`src/hdl/pdm_capture_pkg.sv`:
```
// Package with register map, field layout and timing constants of the PDM capture block
package pdm_capture_pkg;

  // ****************************************************************
  // Register offsets (byte addresses on APB)
  // ****************************************************************
  localparam logic [11:0] OFF_START = 12'h000;        // Start task, write 1
  localparam logic [11:0] OFF_STOP = 12'h004;         // Stop task, write 1
  localparam logic [11:0] OFF_EVT_BEGUN = 12'h100;    // Buffer begun event
  localparam logic [11:0] OFF_EVT_HALTED = 12'h104;   // Halt done event
  localparam logic [11:0] OFF_EVT_FULL = 12'h108;     // Buffer full event
  localparam logic [11:0] OFF_CLKCTRL = 12'h504;      // Mic clock control
  localparam logic [11:0] OFF_MODE = 12'h508;         // Mode register
  localparam logic [11:0] OFF_PTR = 12'h560;          // DMA destination pointer
  localparam logic [11:0] OFF_MAXCNT = 12'h564;       // Buffer size in 16-bit samples
  localparam logic [11:0] OFF_STATUS = 12'h568;       // Block state, read only

  // ****************************************************************
  // Field positions and reset values
  // ****************************************************************
  localparam int MODE_MONO_BIT = 0;                   // 1 = mono, 0 = stereo
  localparam int MODE_SWAP_BIT = 1;                   // 1 = left on rising edge
  localparam int RATE_W = 8;                          // Clock rate select width
  localparam logic [7:0] RATE_RESET = 8'h08;          // Half period in clk cycles
  localparam logic [7:0] RATE_MIN = 8'h02;            // Least legal half period
  localparam logic [1:0] MODE_RESET = 2'h0;           // Stereo, default edges
  localparam logic [14:0] MAXCNT_RESET = 15'h0000;    // Empty buffer
  localparam logic [31:0] PTR_RESET = 32'h00000000;   // Pointer reset

  // ****************************************************************
  // Filter constants
  // ****************************************************************
  localparam int DECIM = 64;                          // Mic clocks per PCM sample
  localparam int CNT_W = 6;                           // Decimation counter width
  localparam int ACC_W = 18;                          // CIC accumulator width

endpackage : pdm_capture_pkg

```
`src/hdl/pdm_microphone_capture.sv`:
```
// Top of the PDM microphone capture block: clock, split, filter, DMA, APB registers
//
// Behaviour
// - Device drives microphone clock itself
// - Clock rate chosen by register field
// - Clock derived cleanly from source clock
// - Default: left falling, right rising edge
// - Swap field reverses the edges
// - Per-channel filter to 16-bit PCM
// - Output samples 16 bit, 16 kHz
// - Two microphones share one data line
// - DMA writes samples to RAM buffer
// - Stereo alternates L/R; mono left only
// - Start task begins, stop task ends
// - Stop finishes current frame first
// - Halt event after all writes done
// - Sample rate is mic clock / 64
// - Little-endian packing in 32-bit words
// - Pointer double-buffered after begun event
// - Full buffer: event, swap, begun
`timescale 1ns/1ps
module pdm_microphone_capture
(
  input wire logic clk,
  input wire logic rst_n,
  input wire logic clkEn,
  input wire logic [11:0] paddr,
  input wire logic psel,
  input wire logic penable,
  input wire logic pwrite,
  input wire logic [31:0] pwdata,
  output logic [31:0] prdata,
  output logic pready,
  output logic pslverr,
  output logic micClockOut,
  input wire logic micDataIn,
  output logic [31:0] dmaAddr,
  output logic [31:0] dmaData,
  output logic dmaValid,
  input wire logic dmaReady
);

  // ****************************************************************
  // Types
  // ****************************************************************
  typedef enum logic [2:0] {
    ST_IDLE = 3'b001,   // Clock low, nothing moves
    ST_RUN = 3'b010,    // Acquiring
    ST_DRAIN = 3'b100   // Stop asked, finishing frame
  } run_state_t;

  // ****************************************************************
  // Registers
  // ****************************************************************
  run_state_t stateReg, stateNext;                  // Acquisition state
  logic [7:0] rateReg, rateNext;                    // Clock rate select, half period
  logic [1:0] modeReg, modeNext;                    // Mono and swap bits
  logic [31:0] ptrReg, ptrNext;                     // Pointer loaded by software
  logic [31:0] curPtrReg, curPtrNext;               // Pointer in use
  logic [14:0] maxReg, maxNext;                     // Buffer size in samples
  logic [14:0] fillReg, fillNext;                   // Samples written so far
  logic evBegunReg, evBegunNext;                    // Buffer begun event
  logic evHaltReg, evHaltNext;                      // Halt done event
  logic evFullReg, evFullNext;                      // Buffer full event
  logic [7:0] divReg, divNext;                      // Clock divider count
  logic mclkReg, mclkNext;                          // Microphone clock level
  logic [31:0] wordReg, wordNext;                   // Word being assembled
  logic halfReg, halfNext;                          // Low half of mono word held
  logic pendReg, pendNext;                          // DMA word waiting
  logic [31:0] dmaAddrReg, dmaAddrNext;             // DMA address
  logic [31:0] dmaDataReg, dmaDataNext;             // DMA data
  logic [31:0] prdataReg, prdataNext;               // APB read data
  logic preadyReg, preadyNext;                      // APB ready
  logic pslverrReg, pslverrNext;                    // APB error
  logic dinSync1Reg, dinSync2Reg;                   // Data input synchroniser
  logic filtClear;                                  // Reset filters at start
  logic riseBit, fallBit;                           // Capture strobes
  logic leftValid, rightValid;
  logic [15:0] leftPcm, rightPcm;
  logic startTask, stopTask;                        // Write strobes
  logic apbAccess, bufDone; // Taken word fills buffer

  // Byte offset decode, used for reads and writes
  function automatic logic hit(input logic [11:0] a, input logic [11:0] off);
    hit = (a == off);
  endfunction : hit

  // ****************************************************************
  // Input synchroniser
  // ****************************************************************
  // Data pin is asynchronous to clk; two flops before use
  always_ff @(posedge clk or negedge rst_n)
  begin
    if (!rst_n)
    begin
      dinSync1Reg <= 1'b0;
      dinSync2Reg <= 1'b0;
    end
    else if (clkEn)
    begin
      dinSync1Reg <= micDataIn;
      dinSync2Reg <= dinSync1Reg;
    end
  end

  // ****************************************************************
  // Channel filters
  // ****************************************************************
  // Bits are sampled just before each mic clock edge is driven; the
  // synchroniser delay is covered only for a rate of at least three cycles; RATE_MIN allows two.
  // The swap bit picks which edge feeds which filter
  logic leftStrobe, rightStrobe;
  assign leftStrobe = modeReg[pdm_capture_pkg::MODE_SWAP_BIT] ? riseBit : fallBit;
  assign rightStrobe = modeReg[pdm_capture_pkg::MODE_SWAP_BIT] ? fallBit : riseBit;

  pdm_decimator leftFilter
  (
    .clk(clk),
    .rst_n(rst_n),
    .clkEn(clkEn),
    .clear(filtClear),
    .bitValid(leftStrobe),
    .bitIn(dinSync2Reg),
    .pcmValid(leftValid),
    .pcmData(leftPcm)
  );

  pdm_decimator rightFilter
  (
    .clk(clk),
    .rst_n(rst_n),
    .clkEn(clkEn),
    .clear(filtClear),
    .bitValid(rightStrobe),
    .bitIn(dinSync2Reg),
    .pcmValid(rightValid),
    .pcmData(rightPcm)
  );

  // ****************************************************************
  // APB decode
  // ****************************************************************
  assign apbAccess = psel && penable && !preadyReg;
  assign startTask = apbAccess && pwrite && hit(paddr, pdm_capture_pkg::OFF_START) && pwdata[0];
  assign stopTask = apbAccess && pwrite && hit(paddr, pdm_capture_pkg::OFF_STOP) && pwdata[0];
  assign filtClear = (stateReg == ST_IDLE);
  assign bufDone = pendReg && dmaReady && (fillReg >= maxReg);

  // Next values of all control and datapath state
  always_comb
  begin
    stateNext = stateReg;
    rateNext = rateReg;
    modeNext = modeReg;
    ptrNext = ptrReg;
    curPtrNext = curPtrReg;
    maxNext = maxReg;
    fillNext = fillReg;
    evBegunNext = evBegunReg;
    evHaltNext = evHaltReg;
    evFullNext = evFullReg;
    divNext = divReg;
    mclkNext = mclkReg;
    wordNext = wordReg;
    halfNext = halfReg;
    pendNext = pendReg;
    dmaAddrNext = dmaAddrReg;
    dmaDataNext = dmaDataReg;
    prdataNext = 32'h00000000;
    preadyNext = 1'b0;
    pslverrNext = 1'b0;
    riseBit = 1'b0;
    fallBit = 1'b0;

    // Mic clock divider, toggles only while running
    if (stateReg == ST_IDLE)
    begin
      divNext = 8'h00;
      mclkNext = 1'b0;
    end
    else if (divReg + 8'h01 >= rateReg)
    begin
      // Clean divide of clk: every edge on a clk edge, no added jitter
      divNext = 8'h00;
      mclkNext = !mclkReg;
      riseBit = !mclkReg;
      fallBit = mclkReg;
    end
    else
    begin
      divNext = divReg + 8'h01;
    end

    // DMA handshake completes a pending word
    if (pendReg && dmaReady)
    begin
      pendNext = 1'b0;
      if (fillReg >= maxReg)
      begin
        // Buffer full: event, switch pointer, begun again
        evFullNext = 1'b1;
        evBegunNext = 1'b1;
        curPtrNext = ptrReg;
        dmaAddrNext = ptrReg;
        fillNext = 15'h0000;
        if (stateReg == ST_DRAIN)
        begin
          // Frame done and write landed: halt
          stateNext = ST_IDLE;
          evHaltNext = 1'b1;
        end
      end
      else
      begin
        dmaAddrNext = dmaAddrReg + 32'h00000004;
      end
    end

    // Pack samples into words, little endian
    if (stateReg != ST_IDLE && !pendReg)
    begin
      if (modeReg[pdm_capture_pkg::MODE_MONO_BIT] && leftValid)
      begin
        if (halfReg)
        begin
          dmaDataNext = {leftPcm, wordReg[15:0]};
          pendNext = 1'b1;
          fillNext = fillReg + 15'h0002;
          halfNext = 1'b0;
        end
        else
        begin
          wordNext = {16'h0000, leftPcm};
          halfNext = 1'b1;
        end
      end
      else if (!modeReg[pdm_capture_pkg::MODE_MONO_BIT] && rightValid)
      begin
        // Right closes the word, left held from its frame
        dmaDataNext = {rightPcm, wordReg[15:0]};
        pendNext = 1'b1;
        fillNext = fillReg + 15'h0002;
      end
      else if (!modeReg[pdm_capture_pkg::MODE_MONO_BIT] && leftValid)
      begin
        wordNext = {16'h0000, leftPcm};
      end
    end

    // Start task begins acquisition; a start before halt is
    // ignored outside ST_IDLE, software must wait for the halt event
    if (startTask && stateReg == ST_IDLE)
    begin
      stateNext = ST_RUN;
      curPtrNext = ptrReg;
      dmaAddrNext = ptrReg;
      fillNext = 15'h0000;
      halfNext = 1'b0;
      evBegunNext = 1'b1;
    end
    else if (stopTask && stateReg == ST_RUN)
    begin
      // Stop waits for the current buffer to complete
      stateNext = ST_DRAIN;
    end

    // APB register access, one wait state, then pready for one cycle
    if (apbAccess)
    begin
      preadyNext = 1'b1;
      if (pwrite)
      begin
        if (hit(paddr, pdm_capture_pkg::OFF_CLKCTRL))
        begin
          rateNext = (pwdata[7:0] < pdm_capture_pkg::RATE_MIN) ?
            pdm_capture_pkg::RATE_MIN : pwdata[7:0];
        end
        else if (hit(paddr, pdm_capture_pkg::OFF_MODE))
        begin
          modeNext = pwdata[1:0];
        end
        else if (hit(paddr, pdm_capture_pkg::OFF_PTR))
        begin
          ptrNext = pwdata; // Shadow only, live pointer untouched
        end
        else if (hit(paddr, pdm_capture_pkg::OFF_MAXCNT))
        begin
          maxNext = pwdata[14:0];
        end
        else if (hit(paddr, pdm_capture_pkg::OFF_EVT_BEGUN))
        begin
          evBegunNext = (evBegunReg & pwdata[0]) | bufDone; // Set beats clear
        end
        else if (hit(paddr, pdm_capture_pkg::OFF_EVT_HALTED))
        begin
          evHaltNext = (evHaltReg & pwdata[0]) | (bufDone && stateReg == ST_DRAIN);
        end
        else if (hit(paddr, pdm_capture_pkg::OFF_EVT_FULL))
        begin
          evFullNext = (evFullReg & pwdata[0]) | bufDone;
        end
        else if (!hit(paddr, pdm_capture_pkg::OFF_START) && !hit(paddr, pdm_capture_pkg::OFF_STOP))
        begin
          pslverrNext = 1'b1; // Unmapped
        end
      end
      else
      begin
        if (hit(paddr, pdm_capture_pkg::OFF_CLKCTRL))
          prdataNext = {24'h000000, rateReg};
        else if (hit(paddr, pdm_capture_pkg::OFF_MODE))
          prdataNext = {30'h00000000, modeReg};
        else if (hit(paddr, pdm_capture_pkg::OFF_PTR))
          prdataNext = ptrReg;
        else if (hit(paddr, pdm_capture_pkg::OFF_MAXCNT))
          prdataNext = {17'h00000, maxReg};
        else if (hit(paddr, pdm_capture_pkg::OFF_EVT_BEGUN))
          prdataNext = {31'h00000000, evBegunReg};
        else if (hit(paddr, pdm_capture_pkg::OFF_EVT_HALTED))
          prdataNext = {31'h00000000, evHaltReg};
        else if (hit(paddr, pdm_capture_pkg::OFF_EVT_FULL))
          prdataNext = {31'h00000000, evFullReg};
        else if (hit(paddr, pdm_capture_pkg::OFF_STATUS))
          prdataNext = {14'h0000, fillReg, stateReg};
        else if (!hit(paddr, pdm_capture_pkg::OFF_START) && !hit(paddr, pdm_capture_pkg::OFF_STOP))
          pslverrNext = 1'b1;
      end
    end
  end

  // ****************************************************************
  // State registers
  // ****************************************************************
  always_ff @(posedge clk or negedge rst_n)
  begin
    if (!rst_n)
    begin
      stateReg <= ST_IDLE;
      rateReg <= pdm_capture_pkg::RATE_RESET;
      modeReg <= pdm_capture_pkg::MODE_RESET;
      ptrReg <= pdm_capture_pkg::PTR_RESET;
      curPtrReg <= pdm_capture_pkg::PTR_RESET;
      maxReg <= pdm_capture_pkg::MAXCNT_RESET;
      fillReg <= 15'h0000;
      evBegunReg <= 1'b0;
      evHaltReg <= 1'b0;
      evFullReg <= 1'b0;
      divReg <= 8'h00;
      mclkReg <= 1'b0;
      wordReg <= 32'h00000000;
      halfReg <= 1'b0;
      pendReg <= 1'b0;
      dmaAddrReg <= 32'h00000000;
      dmaDataReg <= 32'h00000000;
      prdataReg <= 32'h00000000;
      preadyReg <= 1'b0;
      pslverrReg <= 1'b0;
    end
    else if (clkEn)
    begin
      stateReg <= stateNext;
      rateReg <= rateNext;
      modeReg <= modeNext;
      ptrReg <= ptrNext;
      curPtrReg <= curPtrNext;
      maxReg <= maxNext;
      fillReg <= fillNext;
      evBegunReg <= evBegunNext;
      evHaltReg <= evHaltNext;
      evFullReg <= evFullNext;
      divReg <= divNext;
      mclkReg <= mclkNext;
      wordReg <= wordNext;
      halfReg <= halfNext;
      pendReg <= pendNext;
      dmaAddrReg <= dmaAddrNext;
      dmaDataReg <= dmaDataNext;
      prdataReg <= prdataNext;
      preadyReg <= preadyNext;
      pslverrReg <= pslverrNext;
    end
  end

  // Outputs straight from flops
  assign micClockOut = mclkReg;
  assign dmaAddr = dmaAddrReg;
  assign dmaData = dmaDataReg;
  assign dmaValid = pendReg;
  assign prdata = prdataReg;
  assign pready = preadyReg;
  assign pslverr = pslverrReg;

endmodule : pdm_microphone_capture

```
`src/hdl/pdm_decimator.sv`:
```
// One channel of PDM to 16-bit PCM decimation
`timescale 1ns/1ps
module pdm_decimator
(
  input wire logic clk,
  input wire logic rst_n,
  input wire logic clkEn,
  input wire logic clear,
  input wire logic bitValid,
  input wire logic bitIn,
  output logic pcmValid,
  output logic [15:0] pcmData
);

  // ****************************************************************
  // Second order integrate and dump, rate 64
  // ****************************************************************
  // Cascade of running sums; a cheap filter in place of a long FIR
  logic [pdm_capture_pkg::ACC_W-1:0] int1Reg, int1Next;
  logic [pdm_capture_pkg::ACC_W-1:0] int2Reg, int2Next;
  logic [pdm_capture_pkg::ACC_W-1:0] combReg, combNext, comb2Reg, comb2Next;
  logic [pdm_capture_pkg::CNT_W-1:0] cntReg, cntNext;
  logic validReg, validNext;
  logic [15:0] dataReg, dataNext;
  logic [pdm_capture_pkg::ACC_W-1:0] diff, diff2;

  // Next state of the filter
  always_comb
  begin
    int1Next = int1Reg;
    int2Next = int2Reg;
    combNext = combReg;
    cntNext = cntReg;
    validNext = 1'b0;
    dataNext = dataReg;
    diff = int2Reg - combReg;
    comb2Next = comb2Reg;
    diff2 = diff - comb2Reg;
    if (clear)
    begin
      int1Next = '0;
      int2Next = '0;
      combNext = '0;
      comb2Next = '0;
      cntNext = '0;
    end
    else if (bitValid)
    begin
      // Bipolar input: 1 adds, 0 subtracts
      int1Next = bitIn ? int1Reg + 18'h00001 : int1Reg - 18'h00001;
      int2Next = int2Reg + int1Reg;
      cntNext = cntReg + 6'h01;
      if (cntReg == 6'h3F)
      begin
        // Dump once every 64 input bits
        combNext = int2Reg;
        comb2Next = diff;
        validNext = 1'b1;
        dataNext = diff2[17:2]; // Scale to 16 bits
      end
    end
  end

  // Registers only
  always_ff @(posedge clk or negedge rst_n)
  begin
    if (!rst_n)
    begin
      int1Reg <= '0;
      int2Reg <= '0;
      combReg <= '0;
      comb2Reg <= '0;
      cntReg <= '0;
      validReg <= 1'b0;
      dataReg <= 16'h0000;
    end
    else if (clkEn)
    begin
      int1Reg <= int1Next;
      int2Reg <= int2Next;
      combReg <= combNext;
      comb2Reg <= comb2Next;
      cntReg <= cntNext;
      validReg <= validNext;
      dataReg <= dataNext;
    end
  end

  assign pcmValid = validReg;
  assign pcmData = dataReg;

endmodule : pdm_decimator

```
`config.mk`:
```
export PLATFORM = sky130hd
export DESIGN_NAME = pdm_microphone_capture
export DESIGN_NICKNAME = d
export VERILOG_FILES = /design/src/hdl/pdm_capture_pkg.sv /design/src/hdl/pdm_microphone_capture.sv /design/src/hdl/pdm_decimator.sv
export SDC_FILE = /design/constraint.sdc
export NUM_CORES = 1
export LEC_CHECK = 0
export BUFFER_PORTS_ARGS = -buffer_cell sky130_fd_sc_hd__buf_4
export CORE_ASPECT_RATIO = 1.75
export CORE_MARGIN = 2
export CORE_UTILIZATION = 60
export CTS_CLUSTER_DIAMETER = 60
export CTS_CLUSTER_SIZE = 28
export DETAILED_ROUTE_END_ITERATION = 12
export GPL_TIMING_DRIVEN = 0
export PLACE_DENSITY = 0.83
export SYNTH_ARGS = -nofsm -noshare
export SYNTH_HDL_FRONTEND = slang
export SYNTH_SLANG_ARGS = --single-unit
```
`constraint.sdc`:
```
create_clock -name clk -period 6.2 [get_ports clk]
set_clock_uncertainty 0.2 [all_clocks]
set_input_delay 1.24 -clock clk [delete_from_list [all_inputs] [get_ports clk]]
set_output_delay 1.24 -clock clk [all_outputs]
set_load 0.02 [all_outputs]
```
==> flow_metrics.env <==
export IMPL_ctsHoldBuffers=0
export IMPL_powerDensity_nw_per_um2=187
export IMPL_worst_ir_drop_vdd_mv=0.243
export IMPL_cts_tree="yes"
export IMPL_track_usage=0.346
export IMPL_outcome="completed"
export IMPL_start_util=0.609
export IMPL_arrival_ns=5.92
export IMPL_worstPathBufferInverterCount=2
export IMPL_register_area_sq_um=9890
export IMPL_post_cts_setup_buffers=0
export IMPL_first_pass_iters=5
export IMPL_holdPathStages=2
export IMPL_synthFlopType="dfrtp_1"
export IMPL_vias=19600
export IMPL_fill_cells=2918
export IMPL_timing_rr_end="leftFilter.pcmData[15]$_DFFE_PN0P_"
export IMPL_cts_buffer_depth=3
export IMPL_drtAntennaViolNets=0
export IMPL_io_pins=152
export IMPL_finalCritPeriodShare=0.904
export IMPL_worst_path_stages=20
export IMPL_seq_area_frac_synth=0.432
export IMPL_post_cts_resized=0
export IMPL_path_cells="inv_1 -> ha_1 -> inv_1 -> fa_1 -> a21o_1 -> a21oi_1 -> o21bai_1 -> a2111oi_0 -> nor2_1 -> xnor2_1 -> ha_1 -> nand2_1 -> nor2_1 -> a211oi_1 -> o21ai_1 -> o31ai_1 -> o2111ai_1 -> a21oi_1 -> xor3_1 -> o21ai_0"
export IMPL_cp_data_required_time_ns=6.51
export IMPL_multi_input_area_sq_um=12100
export IMPL_fmax_mhz=178
export IMPL_maxCapViolCount=0
export IMPL_path_clk_slew_ns=0.11
export IMPL_syn2layout_area_growth_pct=12.1
export IMPL_grt_pass1_wl_microns=107000
export IMPL_grt_pass1_vias=20200
export IMPL_postSynthNetCount=2651
export IMPL_rrSetupSlack_ns=0.59
export IMPL_worst_pin_slew_ns=1.07
export IMPL_cts_max_level=1
export IMPL_synth_cell_types=86
export IMPL_cts_sinks=395
export IMPL_synth_edf_count=0
export IMPL_drt_first_iter_violations=1187
export IMPL_crit_path_start_kind="register"
export IMPL_drive_above_1_share=0.113
export IMPL_rsz0062_at_grt="no"
export IMPL_hold_violations=0
export IMPL_grt_antenna_before_repair=7
export IMPL_crit_end="leftFilter.pcmData[15]$_DFFE_PN0P_"
export IMPL_crit_family="compound AO/OA/AOI/OAI gates"
export IMPL_io_buffers=150
export IMPL_gp_congestion=0.982
export IMPL_drc_errors=0
export IMPL_dieArea_sq_um=39800
export IMPL_postPlaceCellArea_sq_um=24800
export IMPL_clock_latency_ns=0.60
export IMPL_netlist_area_sq_um=22900
export IMPL_rows=94
export IMPL_min_period_ns=5.61
export IMPL_dp_hpwl_microns=52900
export IMPL_cts_made_buffers=24
export IMPL_grt_max_degree=126
export IMPL_syn_area_per_cell_sq_um=9.42
export IMPL_critPathCaptureType="register"
export IMPL_critical_path_slowest_cell="a2111oi_0"
export IMPL_critPathKind="register to register"
export IMPL_fin_tns_setup_ns=0
export IMPL_hp_class="register to register"
export IMPL_cp_slowest_stage_delay_ns=0.85
export IMPL_max_slew_margin_rel=0.282
export IMPL_r2r_start="leftFilter.int2Reg[0]$_DFFE_PN0P_"
export IMPL_synth_seq_cells=395
export IMPL_wirelength_microns=68700
export IMPL_fp_dieH_microns=262
export IMPL_cp_max_fo=4
export IMPL_ys_warn_count=0
export IMPL_synthCells=2433
export IMPL_setup_violations=0
export IMPL_p_leak_nw=12.3
export IMPL_final_area_sq_um=25700
export IMPL_routed_via_density=6.30
export IMPL_r2r_cells=20
export IMPL_fin_util=0.682
export IMPL_crit_start="leftFilter.int2Reg[0]$_DFFE_PN0P_"
export IMPL_grt_ovfl_total=0
export IMPL_async_flop_share=1.00
export IMPL_wire_per_inst_microns=22.1
export IMPL_num_nets_final=2831
export IMPL_die_x_microns=152
export IMPL_drv_slew=0
export IMPL_cts_root_buf="clkbuf_16"
export IMPL_core_area_sq_um=37600
[report_power, final]
part           switching [mW]  internal [mW]  total (mW)
registers             0.00352           2.58        2.58
clock network            1.06          0.900        1.96
logic                   0.173         0.0785       0.252
total                    1.23           3.56        4.79
[synth_stat cells, types with 15 or more instances]
cell type / n / share of area
nand3_1: 84 / 0.018
o31ai_1: 90 / 0.029
nand2_1: 346 / 0.057
xnor2_1: 80 / 0.031
or3_1: 21 / 0.0057
a21o_1: 48 / 0.016
a22o_1: 26 / 0.0099
mux2i_1: 20 / 0.0087
o2bb2ai_1: 18 / 0.0069
mux2_2: 57 / 0.028
o21ai_0: 192 / 0.042
xor2_1: 60 / 0.023
clkbuf_1: 78 / 0.013
inv_1: 145 / 0.024
o21bai_1: 15 / 0.0049
a21oi_1: 122 / 0.027
nor2_1: 112 / 0.018
a31oi_1: 15 / 0.0041
nand2b_1: 18 / 0.0049
nand4_1: 16 / 0.0044
and3_1: 24 / 0.0066
dfrtp_1: 393 / 0.43
ha_1: 160 / 0.087
o21a_1: 19 / 0.0062
nor3_1: 40 / 0.0087
nor2b_1: 15 / 0.0041
[per-stage QoR]
| stage | power, mW | hold WS [ns] | instances | worst slack (ns) |
|---|---|---|---|---|
| 2_1_floorplan | 2.74 | 0.235 | 2433 | 1.56 |
| 3_3_place_gp | 2.86 | 0.248 | 3063 | -0.0713 |
| 3_5_place_dp | 2.88 | 0.248 | 3067 | 0.687 |
| 4_1_cts | 4.80 | 0.278 | 3111 | 0.650 |
| 5_1_grt | 4.92 | 0.304 | 3114 | 0.231 |
| 6_report | 4.79 | 0.278 | 3114 | 0.593 |
[cell families (layout without fill, tap and decap cells)]
logic type | Yosys count | after routing | share of synthesized area
and+or+nand+nor | 740 | 740 | 0.149
adders and majority gates | 166 | 166 | 0.0926
DFF | 395 | 395 | 0.432
other | 0 | 3 | 0
AOI/OAI and AO/OA | 669 | 669 | 0.194
xor gates and xnor gates | 141 | 141 | 0.0546
buffers and inverters | 245 | 443 | 0.0409
muxes | 77 | 77 | 0.0368
[routing by layer]
metal	global-route usage	routed length [microns]
met5	0	56
met4	0.296	6970
met3	0.0726	4570
met2	0.605	34900
met1	0.337	22200
[flip-flops by register name, summed over array words and instances, names as in the netlist, 32 cells and up]
name,flops
dmaData,32
dmaAddr,32
prdata,32
ptrReg,32
[worst min-delay path: cells and delay by family, from the launching register on]
kind	cells	cell delay [ns]
flip-flops	1	0.35
AND/OR/NAND/NOR	2	0.11
[how the worst min path moves through the flow]
stage / from / end / slack [ns]
2_1_floorplan: wordReg[0]$_DFFE_PN0P_ / dmaData[0]$_DFFE_PN0P_ / 0.23
3_3_place_gp: wordReg[8]$_DFFE_PN0P_ / dmaData[8]$_DFFE_PN0P_ / 0.25
3_5_place_dp: wordReg[6]$_DFFE_PN0P_ / dmaData[6]$_DFFE_PN0P_ / 0.25
4_1_cts: wordReg[11]$_DFFE_PN0P_ / dmaData[11]$_DFFE_PN0P_ / 0.28
5_1_grt: wordReg[14]$_DFFE_PN0P_ / dmaData[14]$_DFFE_PN0P_ / 0.30
6_report: wordReg[8]$_DFFE_PN0P_ / dmaData[8]$_DFFE_PN0P_ / 0.28
[cell usage in the layout (no fill, tap or decap), types with 16 or more instances in the layout]
master     netlist  routed
nand2_1        346     346
buf_4            0     149
a21oi_1        122     122
a21o_1          48      48
ha_1           160     160
mux2i_1         20      20
xnor2_1         80      80
nor3_1          40      40
o2bb2ai_1       18      18
xor2_1          60      60
a22o_1          26      26
nand3_1         84      84
mux2_2          57      57
or3_1           21      21
o21a_1          19      19
clkbuf_16        0      24
nand2b_1        18      18
and3_1          24      24
clkbuf_1        78      79
nor2_1         112     112
o31ai_1         90      90
o21ai_0        192     192
inv_1          145     145
nand4_1         16      16
dfrtp_1        393     393
[final cells by class]
| type | instances | share of cell area |
|---|---|---|
| clock inverter | 17 | 0.0111 |
| buffer | 99 | 0.0151 |
| clock buffer | 27 | 0.0246 |
| tap | 480 | 0.0234 |
| sequential | 395 | 0.385 |
| timing repair buffer | 154 | 0.0484 |
| antenna | 3 | 0.000292 |
| inverter | 146 | 0.0213 |
| multi-input combinational | 1793 | 0.471 |
No activity file was read; power rests on OpenSTA's default activity.
